File: src/rtl/uef_pkg.sv
package uef_pkg;
  // register offsets
  localparam logic [7:0] ADDR_NOTIF_MASK = 8'h07;
  localparam logic [7:0] ADDR_FAULT_MASK = 8'h08;
  localparam logic [7:0] ADDR_NOTIF      = 8'h0A;
  localparam logic [7:0] ADDR_FAULT      = 8'h0B;

  // notification flag positions
  localparam int NB_UNCONFIG      = 7;
  localparam int NB_STATE_CHANGE  = 5;
  localparam int NB_CONN_ATTACH   = 4;
  localparam int NB_LEGACY_ATTACH = 3;
  localparam int NB_CONN_EDGE     = 2;
  localparam int NB_LEGACY_EDGE   = 1;
  localparam int NB_ADC_DONE      = 0;
  localparam int NOTIF_FLAGS      = 6;

  // fault flag positions
  localparam int FB_PRE_OV        = 6;
  localparam int FB_LIMIT_UV      = 5;
  localparam int FB_CURRENT_LIMIT = 4;
  localparam int FB_OVERVOLT      = 3;
  localparam int FB_UNDERVOLT     = 2;
  localparam int FB_SHORT_GND     = 1;
  localparam int FB_THERMAL       = 0;
  localparam int FAULT_FLAGS      = 7;

  // auto-clear control sits in the notification mask register
  localparam int MB_AUTO_CLEAR    = 7;

  // nominal die shutdown trip, degrees C, set by the analog detector
  localparam int THERMAL_TRIP_C   = 165;

  // reset values
  localparam logic [7:0] RST_NOTIF_MASK = 8'h00;
  localparam logic [7:0] RST_FAULT_MASK = 8'h00;
  localparam logic [7:0] RST_READ_DATA  = 8'h00;
  localparam logic [7:0] READ_UNMAPPED  = 8'h00;
endpackage

File: src/rtl/uef_flag_bank.sv
`timescale 1ns/1ps
module uef_flag_bank #(
  parameter int WIDTH = 7
) (
  input  wire logic             core_clk,
  input  wire logic             rst_n,
  input  wire logic [WIDTH-1:0] setIn,
  input  wire logic [WIDTH-1:0] condIn,
  input  wire logic [WIDTH-1:0] holdEn,
  input  wire logic [WIDTH-1:0] autoEn,
  input  wire logic             readClear,
  output logic      [WIDTH-1:0] flags
);
  logic [WIDTH-1:0] flags_r;
  logic [WIDTH-1:0] flags_nxt;
  wire  [WIDTH-1:0] keepOnRead;
  wire  [WIDTH-1:0] autoDrop;

  if (WIDTH < 1 || WIDTH > 8) begin : g_chk
    $error("uef_flag_bank: WIDTH must be 1 to 8");
  end

  // persistent conditions survive a read
  assign keepOnRead = holdEn & condIn;
  assign autoDrop   = autoEn & ~condIn;
  // set wins over any clear in the same cycle
  assign flags_nxt  = setIn | (flags_r & ~({WIDTH{readClear}} & ~keepOnRead) & ~autoDrop);
  assign flags      = flags_r;

  always_ff @(posedge core_clk or negedge rst_n) begin
    if (!rst_n) begin
      flags_r <= '0;
    end else begin
      flags_r <= flags_nxt;
    end
  end
endmodule

File: src/rtl/uef_port_flags.sv
`timescale 1ns/1ps
// Summary of operation
// - notification register at 0xA, masked onto interrupt
// - bit 7 high until configuration done
// - state-change flag sticky until read, no auto-clear
// - bit 4 shows sink attach as source
// - bit 3 shows legacy charging attach
// - bit 2 on connector attach edges only
// - bit 1 on legacy attach edges only
// - bit 0 on ADC done, read clears
// - fault register at 0xB, reset zero, masked
// - read clears fault only when condition gone
// - bit 6 pre-overvoltage, detection on, unattached
// - bit 5 suppressed when trip mode is 1
// - bit 4 suppressed when trip mode is 0
// - bits 3/2 sense-pin over/undervoltage
// - bit 1 sense-pin short to ground
// - bit 0 thermal shutdown detector
// - auto-clear drops fault and attach-level flags once condition gone
// - mask registers, reset 0, enable per flag except unconfigured bit 7
module uef_port_flags #(
  parameter int ADDR_W = 8
) (
  input  wire logic              core_clk,
  input  wire logic              rst_n,
  input  wire logic [ADDR_W-1:0] regAddr,
  input  wire logic              regWrEn,
  input  wire logic [7:0]        regWrData,
  input  wire logic              regRdEn,
  output logic      [7:0]        regRdData,
  input  wire logic              configDone,
  input  wire logic              connStateChange,
  input  wire logic              connAttachStatus,
  input  wire logic              connSourceState,
  input  wire logic              legacyChargeAttach,
  input  wire logic              adcDone,
  input  wire logic              connDetectEnable,
  input  wire logic              busMonitorOv,
  input  wire logic              busLimitUndervoltRaw,
  input  wire logic              busCurrentLimitRaw,
  input  wire logic              senseOvervoltage,
  input  wire logic              senseUndervoltage,
  input  wire logic              senseShortGround,
  input  wire logic              thermalShutdown,
  input  wire logic              limitTripMode,
  output logic                   irqOut
);
  localparam int NF = uef_pkg::NOTIF_FLAGS;
  localparam int FF = uef_pkg::FAULT_FLAGS;

  if (ADDR_W < 4 || ADDR_W > 8) begin : g_chk
    $error("uef_port_flags: ADDR_W must be 4 to 8");
  end

  logic [7:0]    notifMask_r;
  logic [7:0]    faultMask_r;
  logic [7:0]    regRdData_r;
  logic          connAttachPrev_r;
  logic          legacyAttachPrev_r;
  logic [NF-1:0] notifFlags;
  logic [FF-1:0] faultFlags;

  wire [7:0] addr8 = 8'(regAddr);
  wire       selNotifMask = (addr8 == uef_pkg::ADDR_NOTIF_MASK);
  wire       selFaultMask = (addr8 == uef_pkg::ADDR_FAULT_MASK);
  wire       selNotif     = (addr8 == uef_pkg::ADDR_NOTIF);
  wire       selFault     = (addr8 == uef_pkg::ADDR_FAULT);
  wire       rdNotif      = regRdEn & selNotif;
  wire       rdFault      = regRdEn & selFault;
  wire       autoClear    = notifMask_r[uef_pkg::MB_AUTO_CLEAR];

  // sink attach seen while attached as source
  wire connAttached = connAttachStatus & connSourceState;
  wire connEdge     = connAttachStatus ^ connAttachPrev_r;
  wire legacyEdge   = legacyChargeAttach ^ legacyAttachPrev_r;

  // notification set terms, bit order 5..0
  // adc done is an event bit
  wire [NF-1:0] notifSet = {connStateChange, connAttached, legacyChargeAttach,
                            connEdge, legacyEdge, adcDone};
  // legacy attach level held while present
  wire [NF-1:0] notifCond = {1'b0, connAttached, legacyChargeAttach, 3'b000};
  wire [NF-1:0] notifHold = 6'h18;
  wire [NF-1:0] notifAuto = {1'b0, autoClear, autoClear, 3'b000};

  // pre-overvoltage only when detecting and unattached
  wire preOv     = busMonitorOv & connDetectEnable & ~connAttachStatus;
  // limit-undervoltage masked in trip mode 1
  wire limitUv   = busLimitUndervoltRaw & ~limitTripMode;
  // current limit masked in trip mode 0
  wire curLimit  = busCurrentLimitRaw & limitTripMode;
  wire [FF-1:0] faultCond = {preOv, limitUv, curLimit, senseOvervoltage,
                             senseUndervoltage, senseShortGround, thermalShutdown};

  uef_flag_bank #(
    .WIDTH (NF)
  ) u_notif (
    .core_clk  (core_clk),
    .rst_n     (rst_n),
    .setIn     (notifSet),
    .condIn    (notifCond),
    .holdEn    (notifHold),
    .autoEn    (notifAuto),
    .readClear (rdNotif),
    .flags     (notifFlags)
  );

  // faults hold while present, auto-clear optional
  uef_flag_bank #(
    .WIDTH (FF)
  ) u_fault (
    .core_clk  (core_clk),
    .rst_n     (rst_n),
    .setIn     (faultCond),
    .condIn    (faultCond),
    .holdEn    ({FF{1'b1}}),
    .autoEn    ({FF{autoClear}}),
    .readClear (rdFault),
    .flags     (faultFlags)
  );

  // unconfigured indicator follows the configuration bit
  wire [7:0] notifView = {~configDone, 1'b0, notifFlags};
  wire [7:0] faultView = {1'b0, faultFlags};
  wire [7:0] rdValue = selNotif     ? notifView :
                       selFault     ? faultView :
                       selNotifMask ? notifMask_r :
                       selFaultMask ? faultMask_r :
                       uef_pkg::READ_UNMAPPED;

  // mask registers, reserved bits not stored
  wire [7:0] notifMaskNxt = {regWrData[7], 1'b0, regWrData[5:0]};
  wire [7:0] faultMaskNxt = {1'b0, regWrData[6:0]};

  always_ff @(posedge core_clk or negedge rst_n) begin
    if (!rst_n) begin
      notifMask_r <= uef_pkg::RST_NOTIF_MASK;
      faultMask_r <= uef_pkg::RST_FAULT_MASK;
    end else if (regWrEn) begin
      if (selNotifMask) begin
        notifMask_r <= notifMaskNxt;
      end
      if (selFaultMask) begin
        faultMask_r <= faultMaskNxt;
      end
    end
  end

  // edge trackers reset unattached, so an attach present at release counts once
  always_ff @(posedge core_clk or negedge rst_n) begin
    if (!rst_n) begin
      connAttachPrev_r   <= 1'b0;
      legacyAttachPrev_r <= 1'b0;
    end else begin
      connAttachPrev_r   <= connAttachStatus;
      legacyAttachPrev_r <= legacyChargeAttach;
    end
  end

  // read data holds until the next read
  always_ff @(posedge core_clk or negedge rst_n) begin
    if (!rst_n) begin
      regRdData_r <= uef_pkg::RST_READ_DATA;
    end else if (regRdEn) begin
      regRdData_r <= rdValue;
    end
  end
  assign regRdData = regRdData_r;

  // interrupt from masked flags; unconfigured bit has no enable
  wire irqNotif = |(notifFlags & notifMask_r[NF-1:0]);
  wire irqFault = |(faultFlags & faultMask_r[FF-1:0]);
  assign irqOut = irqNotif | irqFault;
endmodule

File: config.mk
export PLATFORM = sky130hd
export DESIGN_NAME = uef_port_flags
export DESIGN_NICKNAME = d
export VERILOG_FILES = /design/src/rtl/uef_pkg.sv /design/src/rtl/uef_flag_bank.sv /design/src/rtl/uef_port_flags.sv
export SDC_FILE = /design/constraint.sdc
export NUM_CORES = 1
export LEC_CHECK = 0
export ABC_AREA = 1
export BUFFER_PORTS_ARGS = -buffer_cell sky130_fd_sc_hd__buf_2
export CORE_MARGIN = 4
export CORE_UTILIZATION = 40
export DETAILED_ROUTE_END_ITERATION = 10
export PLACE_DENSITY_LB_ADDON = 0.15
export RECOVER_POWER = 50
export REMOVE_ABC_BUFFERS = 1
export SETUP_SLACK_MARGIN = 0.15
export SYNTH_ARGS = -nofsm -noshare
export SYNTH_HDL_FRONTEND = slang
export SYNTH_HIERARCHICAL = 1
export SYNTH_SLANG_ARGS = --single-unit
export TNS_END_PERCENT = 5
File: constraint.sdc
create_clock -name core_clk -period 1 [get_ports core_clk]
set_input_delay 0.1 -clock core_clk [delete_from_list [all_inputs] [get_ports core_clk]]
set_output_delay 0.1 -clock core_clk [all_outputs]
set_load 0.01 [all_outputs]
Word-level counts from Yosys, hierarchy flattened

Cells that the tools add are included.

Word-level logic and storage cells: 50
Output and inout port bits: 9
Bits in registers: 37
Bits of input ports: 35

Equal/unequal tests: 4
Bitwise operators: 31
Multiplexer cells: 4
Reductions and logical operators: 4

Operator list:

| operator           | count |
|---|---|
| $and 7x7->7        | 5 |
| $and 6x6->6        | 4 |
| $eq 8x4->1 const B | 3 |
| $mux 8             | 3 |
| $not 7->7          | 3 |
| $not 6->6          | 2 |
| $eq 8x3->1 const B | 1 |
| $and 1x1->1        | 7 |
| $mux 7             | 1 |
| $or 7x7->7         | 1 |
| $reduce_or 7->1    | 1 |
| $and 5x6->6        | 1 |
| $not 5->6          | 1 |
| $or 6x6->6         | 1 |
| $reduce_or 6->1    | 1 |
| $reduce_and 2->1   | 2 |
| $not 1->1          | 3 |
| $xor 1x1->1        | 2 |
| $or 1x1->1         | 1 |

Depth between registers and ports, before layout

Gate-level depths: netlist (run 1).

Depth in word-level cells: 8
Mapped depth: 9
Depth with buffers taken out: 9

Cells and area by module

Netlist (run 1), hierarchy kept.

By module, submodules not included:

| module                  | seq. area each (um^2) | area each (um^2) | instances | cells each |
|---|---|---|---|---|
| uef_port_flags          | 600.6                 | 1532.7           | 1         | 205 |
| uef_flag_bank (u_fault) | 175.2                 | 367.9            | 1         | 56 |
| uef_flag_bank (u_notif) | 150.1                 | 315.3            | 1         | 48 |

Least setup slack after synthesis (run 1)

Ideal clock, no wire load.

Kind: input to register
From: input port regAddr[1]
To: register u_fault.flags_r[0] (netlist: u_fault/flags[0])
Data required time: 0.883 ns
Stages: 8
Arrival time: 0.993 ns
Library setup time: 0.117 ns
Path buffers: 1
Slack: -0.110 ns
Path through: buf_6 > nand2_4 > nor2_4 > nand2_1 > nor2_1 > nand2_1 > nand3_1 > nand2_1

Longest elaborated chain between the ends: 7

Ends and longest elaborated chain:

| what                           | line                 | RTL |
|---|---|---|
| start, declared                | uef_port_flags.sv:26 | `input wire logic [ADDR_W-1:0] regAddr,` |
| $eq 8x4->1                     | uef_port_flags.sv:67 | `wire selFault = (addr8 == uef_pkg::ADDR_FAULT);` |
| $and 1x1->1                    | uef_port_flags.sv:69 | `wire rdFault = regRdEn & selFault;` |
| named net rdFault              | uef_port_flags.sv:69 |  |
| $and 7x7->7                    | uef_flag_bank.sv:27  | `assign flags_nxt = setIn \| (flags_r & ~({WIDTH{readClear}} & ~keepOnRead) & ~autoDrop);` |
| $not 7->7                      | uef_flag_bank.sv:27  |  |
| $and 7x7->7 (2 in series)      | uef_flag_bank.sv:27  |  |
| $or 7x7->7                     | uef_flag_bank.sv:27  |  |
| named net u_fault.flags_nxt[0] | uef_flag_bank.sv:15  | `logic [WIDTH-1:0] flags_nxt;` |
| end signal, assigned           | uef_flag_bank.sv:34  | `flags_r <= flags_nxt;` |
| end, declared                  | uef_flag_bank.sv:14  | `logic [WIDTH-1:0] flags_r;` |

The timed path passes the listed nets, and every way through them passes these cells.
A chain may end at the register's enable or synchronous reset.

Worst setup path after layout (run 1)

From: register u_fault.flags_r[0] (netlist: u_fault/flags[0])
To: output port irqOut

Longest elaborated chain between the ends: 3

Ends and longest elaborated chain:

| what            | line                  | RTL |
|---|---|---|
| $and 7x7->7     | uef_port_flags.sv:172 | `wire irqFault = \|(faultFlags & faultMask_r[FF-1:0]);` |
| $reduce_or 7->1 | uef_port_flags.sv:172 |  |
| $or 1x1->1      | uef_port_flags.sv:173 | `assign irqOut = irqNotif \| irqFault;` |
| end, declared   | uef_port_flags.sv:46  | `output logic irqOut` |

No other way between the ends.

==> results of run 1 <==
## cells by family after synthesis
family / after synthesis
and+or+nand+nor: 188
buffers and inverters: 61
DFF: 37
AOI/OAI and AO/OA: 19
xor gates and xnor gates: 2
other: 2
## stage by stage
step,area (µm²),total power [mW]
after floorplan,2256,1.914
after global placement,2869,2.237
after detailed placement,2869,2.247
after CTS,3143,3.605
after global routing,3303,3.838
final,3303,3.641
## power groups by stage
stage | sequential [mW] | clock (mW) | combinational [mW]
final | 1.64 | 1.31 | 0.690
after global routing | 1.65 | 1.41 | 0.772
after CTS | 1.64 | 1.33 | 0.640
after detailed placement | 1.66 | 0 | 0.586
after global placement | 1.66 | 0 | 0.576
after floorplan | 1.66 | 0 | 0.259
## final cells by class
class	instances	area (µm²)
tap	70	87.58
clock buffer	6	72.57
sequential	37	927.1
multi-input combinational	234	1325
fill	479	1934
clock inverter	2	38.79
inverter	56	210.2
timing repair buffer	87	641.9
## tightest hold or removal path: cells and delay by family
family	cells	cell delay [ps]
AND/OR/NAND/NOR	1	40
buffers and inverters	2	130
## flip-flops by register name, indices dropped and copies added, names as in the netlist
register / cells
u_fault/flags: 7
faultMask_r: 7
notifMask_r: 7
connAttachPrev_r: 1
regRdData: 8
u_notif/flags: 6
legacyAttachPrev_r: 1
## routing by layer
metal	vias to the layer above	track usage	part of all wire
li1	1163	-	-
met5	-	0	0
met2	56	0.2813	0.47
met1	957	0.2418	0.46
met3	10	0.03905	0.056
met4	0	0.07143	0.013
## repair_timing
| action | in CTS | in global routing |
|---|---|---|
| hold buffers | 5 | 0 |
| endpoints found under the setup margin | 38 | 44 |
| buffers inserted | 0 | 1 |
| hold endpoints to repair | 41 | 0 |
| pin swaps | 41 | 59 |
| gates resized for setup | 24 | 48 |
## cells in the mapped netlist, drive strengths merged
| cell type | instances |
|---|---|
| o2111ai | 3 |
| nand3 | 35 |
| nor2 | 21 |
| nand2 | 123 |
| a221oi | 1 |
| o21ai | 9 |
| nor3 | 1 |
| o211ai | 1 |
| inv | 55 |
| clkinv | 1 |
| nand4 | 8 |
| a21oi | 5 |
| dfrtp | 37 |
| buf | 5 |
| conb | 2 |
| xor2 | 2 |
## worst min-delay path by stage
stage	startpoint	endpoint	slack, ps	depth (start not counted)
6_report	senseUndervoltage	u_fault/flags[2]	10	3
5_1_grt	senseUndervoltage	u_fault/flags[2]	20	3
4_1_cts	senseUndervoltage	u_fault/flags[2]	20	3
3_5_place_dp	rst_n	regRdData[7]	80	2
3_3_place_gp	rst_n	regRdData[7]	80	2
2_1_floorplan	rst_n	connAttachPrev_r	-200	0
==> impl_results.md, run 1 <==
* Multiplexer share of the synthesized area at 0
* Worst path top cell family by delay: flip-flops
* Post-route antenna net violation count at 0
* Top Ports at 44
* Slew Limit Fails at 0
* Setup Skew at 7.031 ps
* TritonCTS clock tree: built
* Largest net degree at the start of global routing at 38
* Mapped Cells at approximately 300
* Worst-path clk slew at roughly 80 ps
* Sw Ratio at 0.2714
* Initial antenna violation count at 0
* Commonest non-fill, non-tap cells in the layout: 101 x nand2_1, 52 x inv_1, 37 x buf_2
* Final min period at 1369 ps
* Worst-path cell chain: nand2_1, nand4_1, nor2_2, nand4_1, buf_2
* Cells on worst reg2reg path at 7
* Placed insts at between 400 and 500
* Row cnt at 26
* Final WS setup at -369.4 ps
* Global Route Usage Sum at 0.1800
* Hold Vio Cnt, Final at 0
* Seq cells post-synth at 37
* Crit Reg-Reg Startpoint: u_notif/flags[1]
* RSZ-0062 raised after global routing: yes
* Antenna cells at 0
* Violated checks: negative setup slack
* Wirelength, routed at between 5000 and 6000 µm
* Crit Path Max Fanout at 2
* Worst-skew pair later-pin latency at ~290 ps
* Routability cong. at roughly 0.83
* I/O Buffers at 43
* R2r setup slk at -30 ps
* FF-to-FF End: regRdData[1]
* Max_slew headroom at 0.6567
* Endpoint class of the critical path: output pin
* Static leakage at ~1.8 nW
* Nets at 456
* Root buffer cell: clkbuf_8
* Data arrival time of the worst path at between 1000 and 1500 ps
* H-tree Lvls at 2
* First-pass GRT wire length at between 9000 and 10000 µm
* Max Cap Viol at 0
* Drt wl/cell at ~12 µm
* Setup CP Type: flip-flop to output pin
* Initial core utilization at 0.4231
* DR iter-0 viols at roughly 120
* Post-synthesis sequential area ratio at 0.4178
* Max Freq at ~730 MHz
* Worst Setup EP: irqOut
* Unique masters post-synth at 27
* Xor and xnor area share after synthesis at 0.007905
* DRT Pass-1 Iters at 4
* Avg Inst Size Synth at a little over 7 µm²
* CP max stage cell: dfrtp_1
* Area grow syn2layout at 49.07%
* Commonest non-fill, non-tap cell in the layout: nand2_1
* Period Utilization, post-route at 1.369
* Worst min path class: input pin to flip-flop
* Vias in the first global route at between 1500 and 2000
* Deepest clock path buffer count at 2
* Proportion of power drawn by flip-flops and latches at 0.451
* CP most frequent cell: nand4_1
* Warning count from the yosys run at 6
* Synth area leader: dfrtp_1
* Compound-Gate Fraction of Synth Area at 0.06268
* Die ar. at 0.006795 mm²
* Cell Int Power at between 2 and 3 mW
* Instance count on the critical path at 5
* Synthesized cell area at 0.002216 mm²
* Main combinational cell family by area after synthesis: simple AND/OR/NAND/NOR gates
* CP Launch Point: u_fault/flags[0]
* Worst-Margin Slew at approximately 510 ps
* Status: finished, violations left
* DRC Markers at 0
* Hold slack at ~11 ps
* Core ar. at approximately 0.0052 mm²
* VDD IR max at slightly above 0.9 mV
* Synth top area cells: dfrtp_1 42%, nand2_1 20%, inv_1 9.0%
* Final setup TNS at -399.0 ps
* Worst EP required at around 900 ps
* Synth top area share at 0.4178
* GR Overflow Total at 0
* CTS Buf Count at 5
* Clk pwr share at 0.359
* Power per cell area at between 1000 and 1500 mW/mm²
* Die Ht at 82.43 µm
* Final setup fails at 3
* Die X at around 82 µm
* Simple-Gate Fraction of Synth Area at 0.3924
* Worst Setup Start Kind: flip-flop
* Vias per cell at roughly 4.4
* Layout Cells excl Fill at just under 500
* Sink Count at 37
* Net Sw Power at just under 1 mW
* Synth Area in Adders at 0
* CP max stage delay at 410 ps
* Pre-CTS setup slack at -218.2 ps
* WP buf/inv at 1
* Share of cells above drive strength 1 at 0.3720
* DP Wirelength at ~4300 µm
* Combinational fraction of design power at 0.190
* Core Util, Final at 0.6307
* Routed vias at about 2200
No activity file was read; power rests on OpenSTA's default activity.
==> run 2, diff against run 1 <==
Settings changed: ABC_AREA 1 to not set.
==> run 2 against run 1 <==
The flow still finishes with violations (negative setup slack). Sequential share of layout area rose by 6.0 points. Total power decreased by 12%. Non-clock buffer count down 3. Critical path depth unchanged. Via count shrank 21%. Critical path type unchanged. Largest cell class unchanged.
==> impl_results.md, run 2 <==
* Top Ports at 44 (unchanged)
* Warning count from the yosys run at 6 (unchanged)
* Die Ht at 76.93 µm (was 82.43 µm)
* Synth area leader: dfrtp_1 (unchanged)
* Instance count on the critical path at 5 (unchanged)
* RSZ-0062 raised after global routing: yes (unchanged)
* Total power at 3.213 mW (was 3.641 mW)
* Initial core utilization at 0.4248 (was 0.4231)
* Max Freq at 652.3 MHz (was 730.2 MHz)
* Share of cells above drive strength 1 at 0.3857 (was 0.3720)
* Root buffer cell: clkbuf_8 (unchanged)
* Drt wl/cell at 14.74 µm (was 11.81 µm)
* Status: finished, violations left (unchanged)
* Avg Inst Size Synth at 10.33 µm² (was 7.171 µm²)
* DRC Markers at 0 (unchanged)
* Sink Count at 37 (unchanged)
* Setup Skew at 5.716 ps (was 7.031 ps)
* Commonest non-fill, non-tap cells in the layout: 43 x buf_2, 36 x dfrtp_1, 32 x buf_4 (was 101 x nand2_1, 52 x inv_1, 37 x buf_2)
* WP buf/inv at 1 (unchanged)
* Area of the multi-input gates at 0.001037 mm² (was 0.001325 mm²)
* Post-synth EDFFs at 0 (unchanged)
* Post-route antenna net violation count at 0 (unchanged)
* Slew Limit Fails at 0 (unchanged)
* Placement Cell Area at 0.002540 mm² (was 0.002869 mm²)
* Setup CP Type: flip-flop to output pin (unchanged)
* Synth top area cells: dfrtp_1 49%, mux2_2 8.3%, o31ai_1 4.3% (was dfrtp_1 42%, nand2_1 20%, inv_1 9.0%)
* Worst-Margin Slew at 510.7 ps (was 514.9 ps)
* Initial antenna violation count at 0 (unchanged)
* Row cnt at 24 (was 26)
* Worst-path cell chain: a22oi_1, nand2_1, a221oi_2, nand3_1, buf_2 (was nand2_1, nand4_1, nor2_2, nand4_1, buf_2)
* Clk pwr share at 0.316 (was 0.359)
* Core ar. at 0.004474 mm² (was 0.005238 mm²)
* Synth top area share at 0.4872 (was 0.4178)
* Data arrival time of the worst path at 1430 ps (was 1270 ps)
* Static leakage at 1.420 nW (was 1.810 nW)
* Max_slew headroom at 0.6595 (was 0.6567)
* Mapped Cells at 184 (was 309)
* CTS Buf Count at 5 (unchanged)
* Seq cells post-synth at 37 (unchanged)
* Filler cells at 401 (was 479)
* DR iter-0 viols at 111 (was 119)
* Crit Path Max Fanout at 2 (unchanged)
* Nets at 327 (was 456)
* Final min period at 1533 ps (was 1369 ps)
* Area grow syn2layout at 43.12% (was 49.07%)
* H-tree Lvls at 2 (unchanged)
* Deepest clock path buffer count at 2 (unchanged)
* DP Wirelength at 3859 µm (was 4335 µm)
* Die ar. at 0.005918 mm² (was 0.006795 mm²)
* First-pass GRT wire length at 8010 µm (was 9121 µm)
* Flip-flop count of the largest register after layout at 8 (unchanged)
* Antenna cells at 0 (unchanged)
* Combinational fraction of design power at 0.178 (was 0.190)
* Final setup fails at 24 (was 3)
* Net Sw Power at 852.9 µW (was 988.3 µW)
* Die X at 76.93 µm (was 82.43 µm)
* Max Cap Viol at 0 (unchanged)
* Asr flop ratio synth at 1.000 (unchanged)
* Global Route Usage Sum at 0.1758 (was 0.1800)
* Vias per cell at 5.014 (was 4.443)
* Endpoint class of the critical path: output pin (unchanged)
* Vias in the first global route at 1640 (was 1979)
* CP max stage delay at 400 ps (was 410 ps)
* Hold Vio Cnt, Final at 0 (unchanged)
* Synthesized cell area at 0.001901 mm² (was 0.002216 mm²)
* Sequential Area at 927.1 µm² (unchanged)
* Worst Setup Start Kind: flip-flop (unchanged)
* Largest net degree at the start of global routing at 38 (unchanged)
* Power per cell area at 1181 mW/mm² (was 1102 mW/mm²)
* Commonest non-fill, non-tap cell in the layout: buf_2 (was nand2_1)
* TritonCTS clock tree: built (unchanged)
* I/O Buffers at 43 (unchanged)
* CP max stage cell: dfrtp_1 (unchanged)
* Wirelength, routed at 5084 µm (was 5809 µm)
* Worst-path clk slew at 70 ps (was 80 ps)
* Worst min path class: input pin to flip-flop (unchanged)
* DRT Pass-1 Iters at 4 (unchanged)
* Top post-synthesis cells by count: 37 x dfrtp_1, 14 x inv_1, 14 x mux2_2, 13 x nor2b_1, 12 x o21ai_0 (was 117 x nand2_1, 53 x inv_1, 37 x dfrtp_1, 35 x nand3_1, 11 x nor2_1)
* Proportion of power drawn by flip-flops and latches at 0.505 (was 0.451)
* Unique masters post-synth at 36 (was 27)
* Cells on worst reg2reg path at 5 (was 7)
* Worst path top cell family by delay: flip-flops (unchanged)
* Worst hold path depth at 3 (unchanged)
* Sw Ratio at 0.2655 (was 0.2714)
* Period Utilization, post-route at 1.533 (was 1.369)
* VDD IR max at 0.7471 mV (was 0.9112 mV)
* Post-synthesis sequential area ratio at 0.4872 (was 0.4178)
* Routability cong. at 0.8117 (was 0.8334)
* GR Overflow Total at 0 (unchanged)
* Top-count cell post-synth: dfrtp_1 (was nand2_1)
* Final WS setup at -533.0 ps (was -369.4 ps)
* Worst-skew pair later-pin latency at 290 ps (about the same)
* Violated checks: negative setup slack (unchanged)
* Finished Cell Area at 0.002720 mm² (was 0.003303 mm²)
* Routed vias at 1730 (was 2186)
* Cell Int Power at 2.360 mW (was 2.653 mW)
* Worst EP required at 900 ps (about the same)
* Prevailing post-synth register cell: dfrtp_1 (unchanged)
* R2r setup slk at -130 ps (was -30 ps)
## run 2: cell types whose count changed after synthesis, moves of 11 or more
| cell | previous run | this run |
|---|---|---|
| inv_1 | 53 | 14 |
| a31oi_1 | 0 | 11 |
| nand3_1 | 35 | 3 |
| o31ai_1 | 0 | 11 |
| nand2_1 | 117 | 9 |
| nor2b_1 | 0 | 13 |
| o21ai_0 | 1 | 12 |
| mux2_2 | 0 | 14 |
## run 2: area by class of cell
type	instances	share of cell area
clock buffer	8	0.02944
sequential	37	0.3408
timing repair buffer	84	0.2052
tap	52	0.02392
multi-input combinational	150	0.3813
inverter	14	0.01932
## run 2: metrics by stage
stage               hold slack (ps)  std cells  setup TNS, ps  worst slack [ps]    util
floorplan                    -195.6        201          -7944            -610.8       -
global placement              85.49        333         -15000            -586.6  0.5677
detailed placement            83.06        333         -15100            -596.5  0.5677
CTS                           1.211        344          -3690            -539.3  0.6015
global route                  12.61        345          -4942            -599.2  0.6079
finish                        2.866        345          -3996            -533.0  0.6079
## run 2: kinds of logic (layout without fill, tap and decap cells)
family,Yosys count,count (layout),synth area share
flops,37,37,0.4872
xor+xnor,2,2,0.009218
simple gates,51,51,0.1567
other cells,2,25,0.003951
compound gates,57,57,0.2113
mux,15,15,0.08822
buf+inv,20,106,0.04345
## run 2: worst reg2reg max path: stages, from the launching register on
cell,delay (ps)
dfrtp_1,390
buf_4,130
nor2_1,70
o21ai_0,90
a22oi_1,240
o2bb2ai_1,90
## run 2: layer usage
metal | wire length (µm) | vias up | track usage | part of all wire
li1 | - | 875 | - | -
met1 | 2382 | 803 | 0.2377 | 0.47
met2 | 2341 | 45 | 0.2700 | 0.46
met3 | 293 | 7 | 0.04918 | 0.058
met4 | 67 | 0 | 0.05978 | 0.013
met5 | 0 | - | 0 | 0
## run 2: path summary, 6_finish.rpt
| path | from | end |
|---|---|---|
| max in group asynchronous | rst_n | notifMask_r[7] |
| max reg2reg | faultMask_r[3] | regRdData[3] |
| max | notifMask_r[3] | irqOut |
| min reg2reg | regRdData[1] | regRdData[1] |
| min | connStateChange | u_notif/flags[5] |
| min in group asynchronous | rst_n | u_notif/flags[5] |
## run 2: repair_timing
action / in CTS / in global routing
pin swaps: 11 / 6
gates resized for setup: 9 / 8
setup endpoints to repair: 44 / 44
hold buffers: 3 / 0
endpoints found under the hold margin: 39 / 0
setup buffers: 0 / 1
## run 2: power by group through the flow
stage,clock network [mW],logic (mW),registers [mW]
6_report,1.02,0.573,1.62
5_1_grt,1.11,0.636,1.63
4_1_cts,1.04,0.567,1.62
3_5_place_dp,0,0.541,1.64
3_3_place_gp,0,0.534,1.64
2_1_floorplan,0,0.216,1.64
==> run 3, diff against run 2 <==
Settings changed: CORE_UTILIZATION 40 to 25.
==> run 3 against run 2 <==
The flow still finishes with violations (negative setup slack). Worst setup slack worse by 7.0 ps. Register-to-register slack better by 30 ps. Sequential share of layout area down 1.5 points. Critical path type unchanged. Critical endpoint unchanged. Highest routed layer unchanged.
==> impl_results.md, run 3 (synthesis results as in run 2) <==
* Status: finished, violations left (unchanged)
* Violated checks: negative setup slack (unchanged)
* Pre-CTS setup slack at -606.7 ps (was -596.5 ps)
* Cells on worst reg2reg path at 4 (was 5)
* Worst Setup Start Kind: flip-flop (unchanged)
* First-pass GRT wire length at 8707 µm (was 8010 µm)
* Sink Count at 37 (unchanged)
* Filler cells at 745 (was 401)
* Worst-skew pair later-pin latency at 290 ps (about the same)
* Max Cap Viol at 0 (unchanged)
* Max_slew headroom at 0.6490 (was 0.6595)
* Period Utilization, post-route at 1.540 (was 1.533)
* Worst Setup EP: irqOut (unchanged)
* Nets at 328 (was 327)
* Global Route Usage Sum at 0.1284 (was 0.1758)
* Worst EP required at 900 ps (about the same)
* Core Util, Final at 0.3885 (was 0.6079)
* Worst hold start: connStateChange (unchanged)
* Drt wl/cell at 13.93 µm (was 14.74 µm)
* DRC Markers at 0 (unchanged)
* Routed vias at 1734 (was 1730)
* CP Launch Point: u_notif/flags[2] (was notifMask_r[3])
* Final WS setup at -540.0 ps (was -533.0 ps)
* DRT Pass-1 Iters at 5 (was 4)
* Share of cells above drive strength 1 at 0.4096 (was 0.3857)
* VDD IR max at 0.3763 mV (was 0.7471 mV)
* Initial antenna violation count at 0 (unchanged)
* Placement Cell Area at 0.002601 mm² (was 0.002540 mm²)
* Static leakage at 1.438 nW (was 1.420 nW)
* Setup CP Type: flip-flop to output pin (unchanged)
* Top Ports at 44 (unchanged)
* Deepest clock path buffer count at 2 (unchanged)
* Max Freq at 649.4 MHz (was 652.3 MHz)
* Placed insts at 382 (was 333)
* Die ar. at 0.009061 mm² (was 0.005918 mm²)
* Commonest non-fill, non-tap cells in the layout: 39 x buf_2, 36 x dfrtp_1, 33 x buf_4 (was 43 x buf_2, 36 x dfrtp_1, 32 x buf_4)
* Flip-flop count of the largest register after layout at 8 (unchanged)
* I/O Buffers at 43 (unchanged)
* DP Wirelength at 4220 µm (was 3859 µm)
* Crit Path Max Fanout at 2 (unchanged)
* R2r setup slk at -100 ps (was -130 ps)
* Core ar. at 0.007331 mm² (was 0.004474 mm²)
* Endpoint class of the critical path: output pin (unchanged)
* Die Ht at 95.19 µm (was 76.93 µm)
* H-tree Lvls at 2 (unchanged)
* Worst min path class: input pin to flip-flop (unchanged)
* Slew Limit Fails at 0 (unchanged)
* Wirelength, routed at 5461 µm (was 5084 µm)
* FF-to-FF End: regRdData[0] (was regRdData[3])
* Total power at 3.313 mW (was 3.213 mW)
* CTS Buf Count at 5 (unchanged)
* Power per cell area at 1163 mW/mm² (was 1181 mW/mm²)
* TritonCTS clock tree: built (unchanged)
* Initial core utilization at 0.2593 (was 0.4248)
* DR iter-0 viols at 80 (was 111)
* GR Overflow Total at 0 (unchanged)
* Largest net degree at the start of global routing at 38 (unchanged)
* Area grow syn2layout at 49.84% (was 43.12%)
* Crit Reg-Reg Startpoint: u_notif/flags[0] (was faultMask_r[3])
* Commonest non-fill, non-tap cell in the layout: buf_2 (unchanged)
* Layout Cells excl Fill at 392 (was 345)
* Worst-path clk slew at 80 ps (was 70 ps)
* Row cnt at 31 (was 24)
* Antenna cells at 0 (unchanged)
* Routability cong. at 0.7804 (was 0.8117)
* Hold Vio Cnt, Final at 0 (unchanged)
* Die X at 95.19 µm (was 76.93 µm)
* Post-CTS setup buffer count at 0 (unchanged)
* Data arrival time of the worst path at 1440 ps (was 1430 ps)
* Final setup fails at 24 (unchanged)
* Root buffer cell: clkbuf_8 (unchanged)
* Final min period at 1540 ps (was 1533 ps)
* Worst-Margin Slew at 526.4 ps (was 510.7 ps)
* Setup Skew at 4.937 ps (was 5.716 ps)
* Vias per cell at 4.423 (was 5.014)
* Vias in the first global route at 1742 (was 1640)
* RSZ-0062 raised after global routing: yes (unchanged)
* Finished Cell Area at 0.002848 mm² (was 0.002720 mm²)
* Post-route antenna net violation count at 0 (unchanged)
==> run 3: area by class of cell <==
| type | count | area, µm² | share of cell area |
|---|---|---|---|
| Clock buffer | 7 | 86.33 | 0.03032 |
| Multi-Input combinational cell | 150 | 1072 | 0.3765 |
| Timing Repair Buffer | 85 | 585.6 | 0.2056 |
| Inverter | 14 | 52.55 | 0.01845 |
| Sequential cell | 37 | 927.1 | 0.3256 |
| Tap cell | 99 | 123.9 | 0.04350 |
==> run 3: timing repair <==
| action | in CTS | in global routing |
|---|---|---|
| resized for setup | 22 | 8 |
| hold buffers | 3 | 0 |
| hold endpoints to repair | 39 | 0 |
| gates cloned | 0 | 0 |
| endpoints found under the setup margin | 44 | 44 |
| pin swaps | 16 | 6 |
==> run 3: how the worst min path moves through the flow <==
stage                     cells after the start  slack [ps]          endpoint
after global placement                        2          90      regRdData[5]
after detailed placement                      2          80      regRdData[2]
after CTS                                     3         0.7  u_notif/flags[0]
after floorplan                               0        -200  connAttachPrev_r
after global routing                          3           3  u_notif/flags[0]
final                                         3           3  u_notif/flags[5]
==> run 3: where the power goes <==
| group | switching, mW | leakage (nW) | internal (mW) |
|---|---|---|---|
| sequential | 0.0633 | 0.445 | 1.56 |
| combinational | 0.288 | 0.949 | 0.317 |
| clock | 0.532 | 0.0443 | 0.548 |
==> run 3: layer usage <==
layer / global-route usage / wire, µm / vias up
met5: 0 / 0 / -
met4: 0.03245 / 59 / 0
met3: 0.02447 / 212 / 4
met2: 0.2128 / 2597 / 39
met1: 0.1719 / 2592 / 821
li1: - / - / 870
==> run 3: through the flow <==
stage,hold slack [ps],setup TNS (ps)
after floorplan,-195.6,-7944
after global placement,85.11,-16540
after detailed placement,84.79,-16720
after CTS,0.6547,-3726
after global routing,3.370,-4771
final,2.625,-3659
==> run 3: critical path, stage by stage, from the launching register on <==
cell and delay, ps:
dfrtp_1 420, a22oi_2 180, nand2_1 80, a221oi_2 180, nand3_1 120, buf_2 160
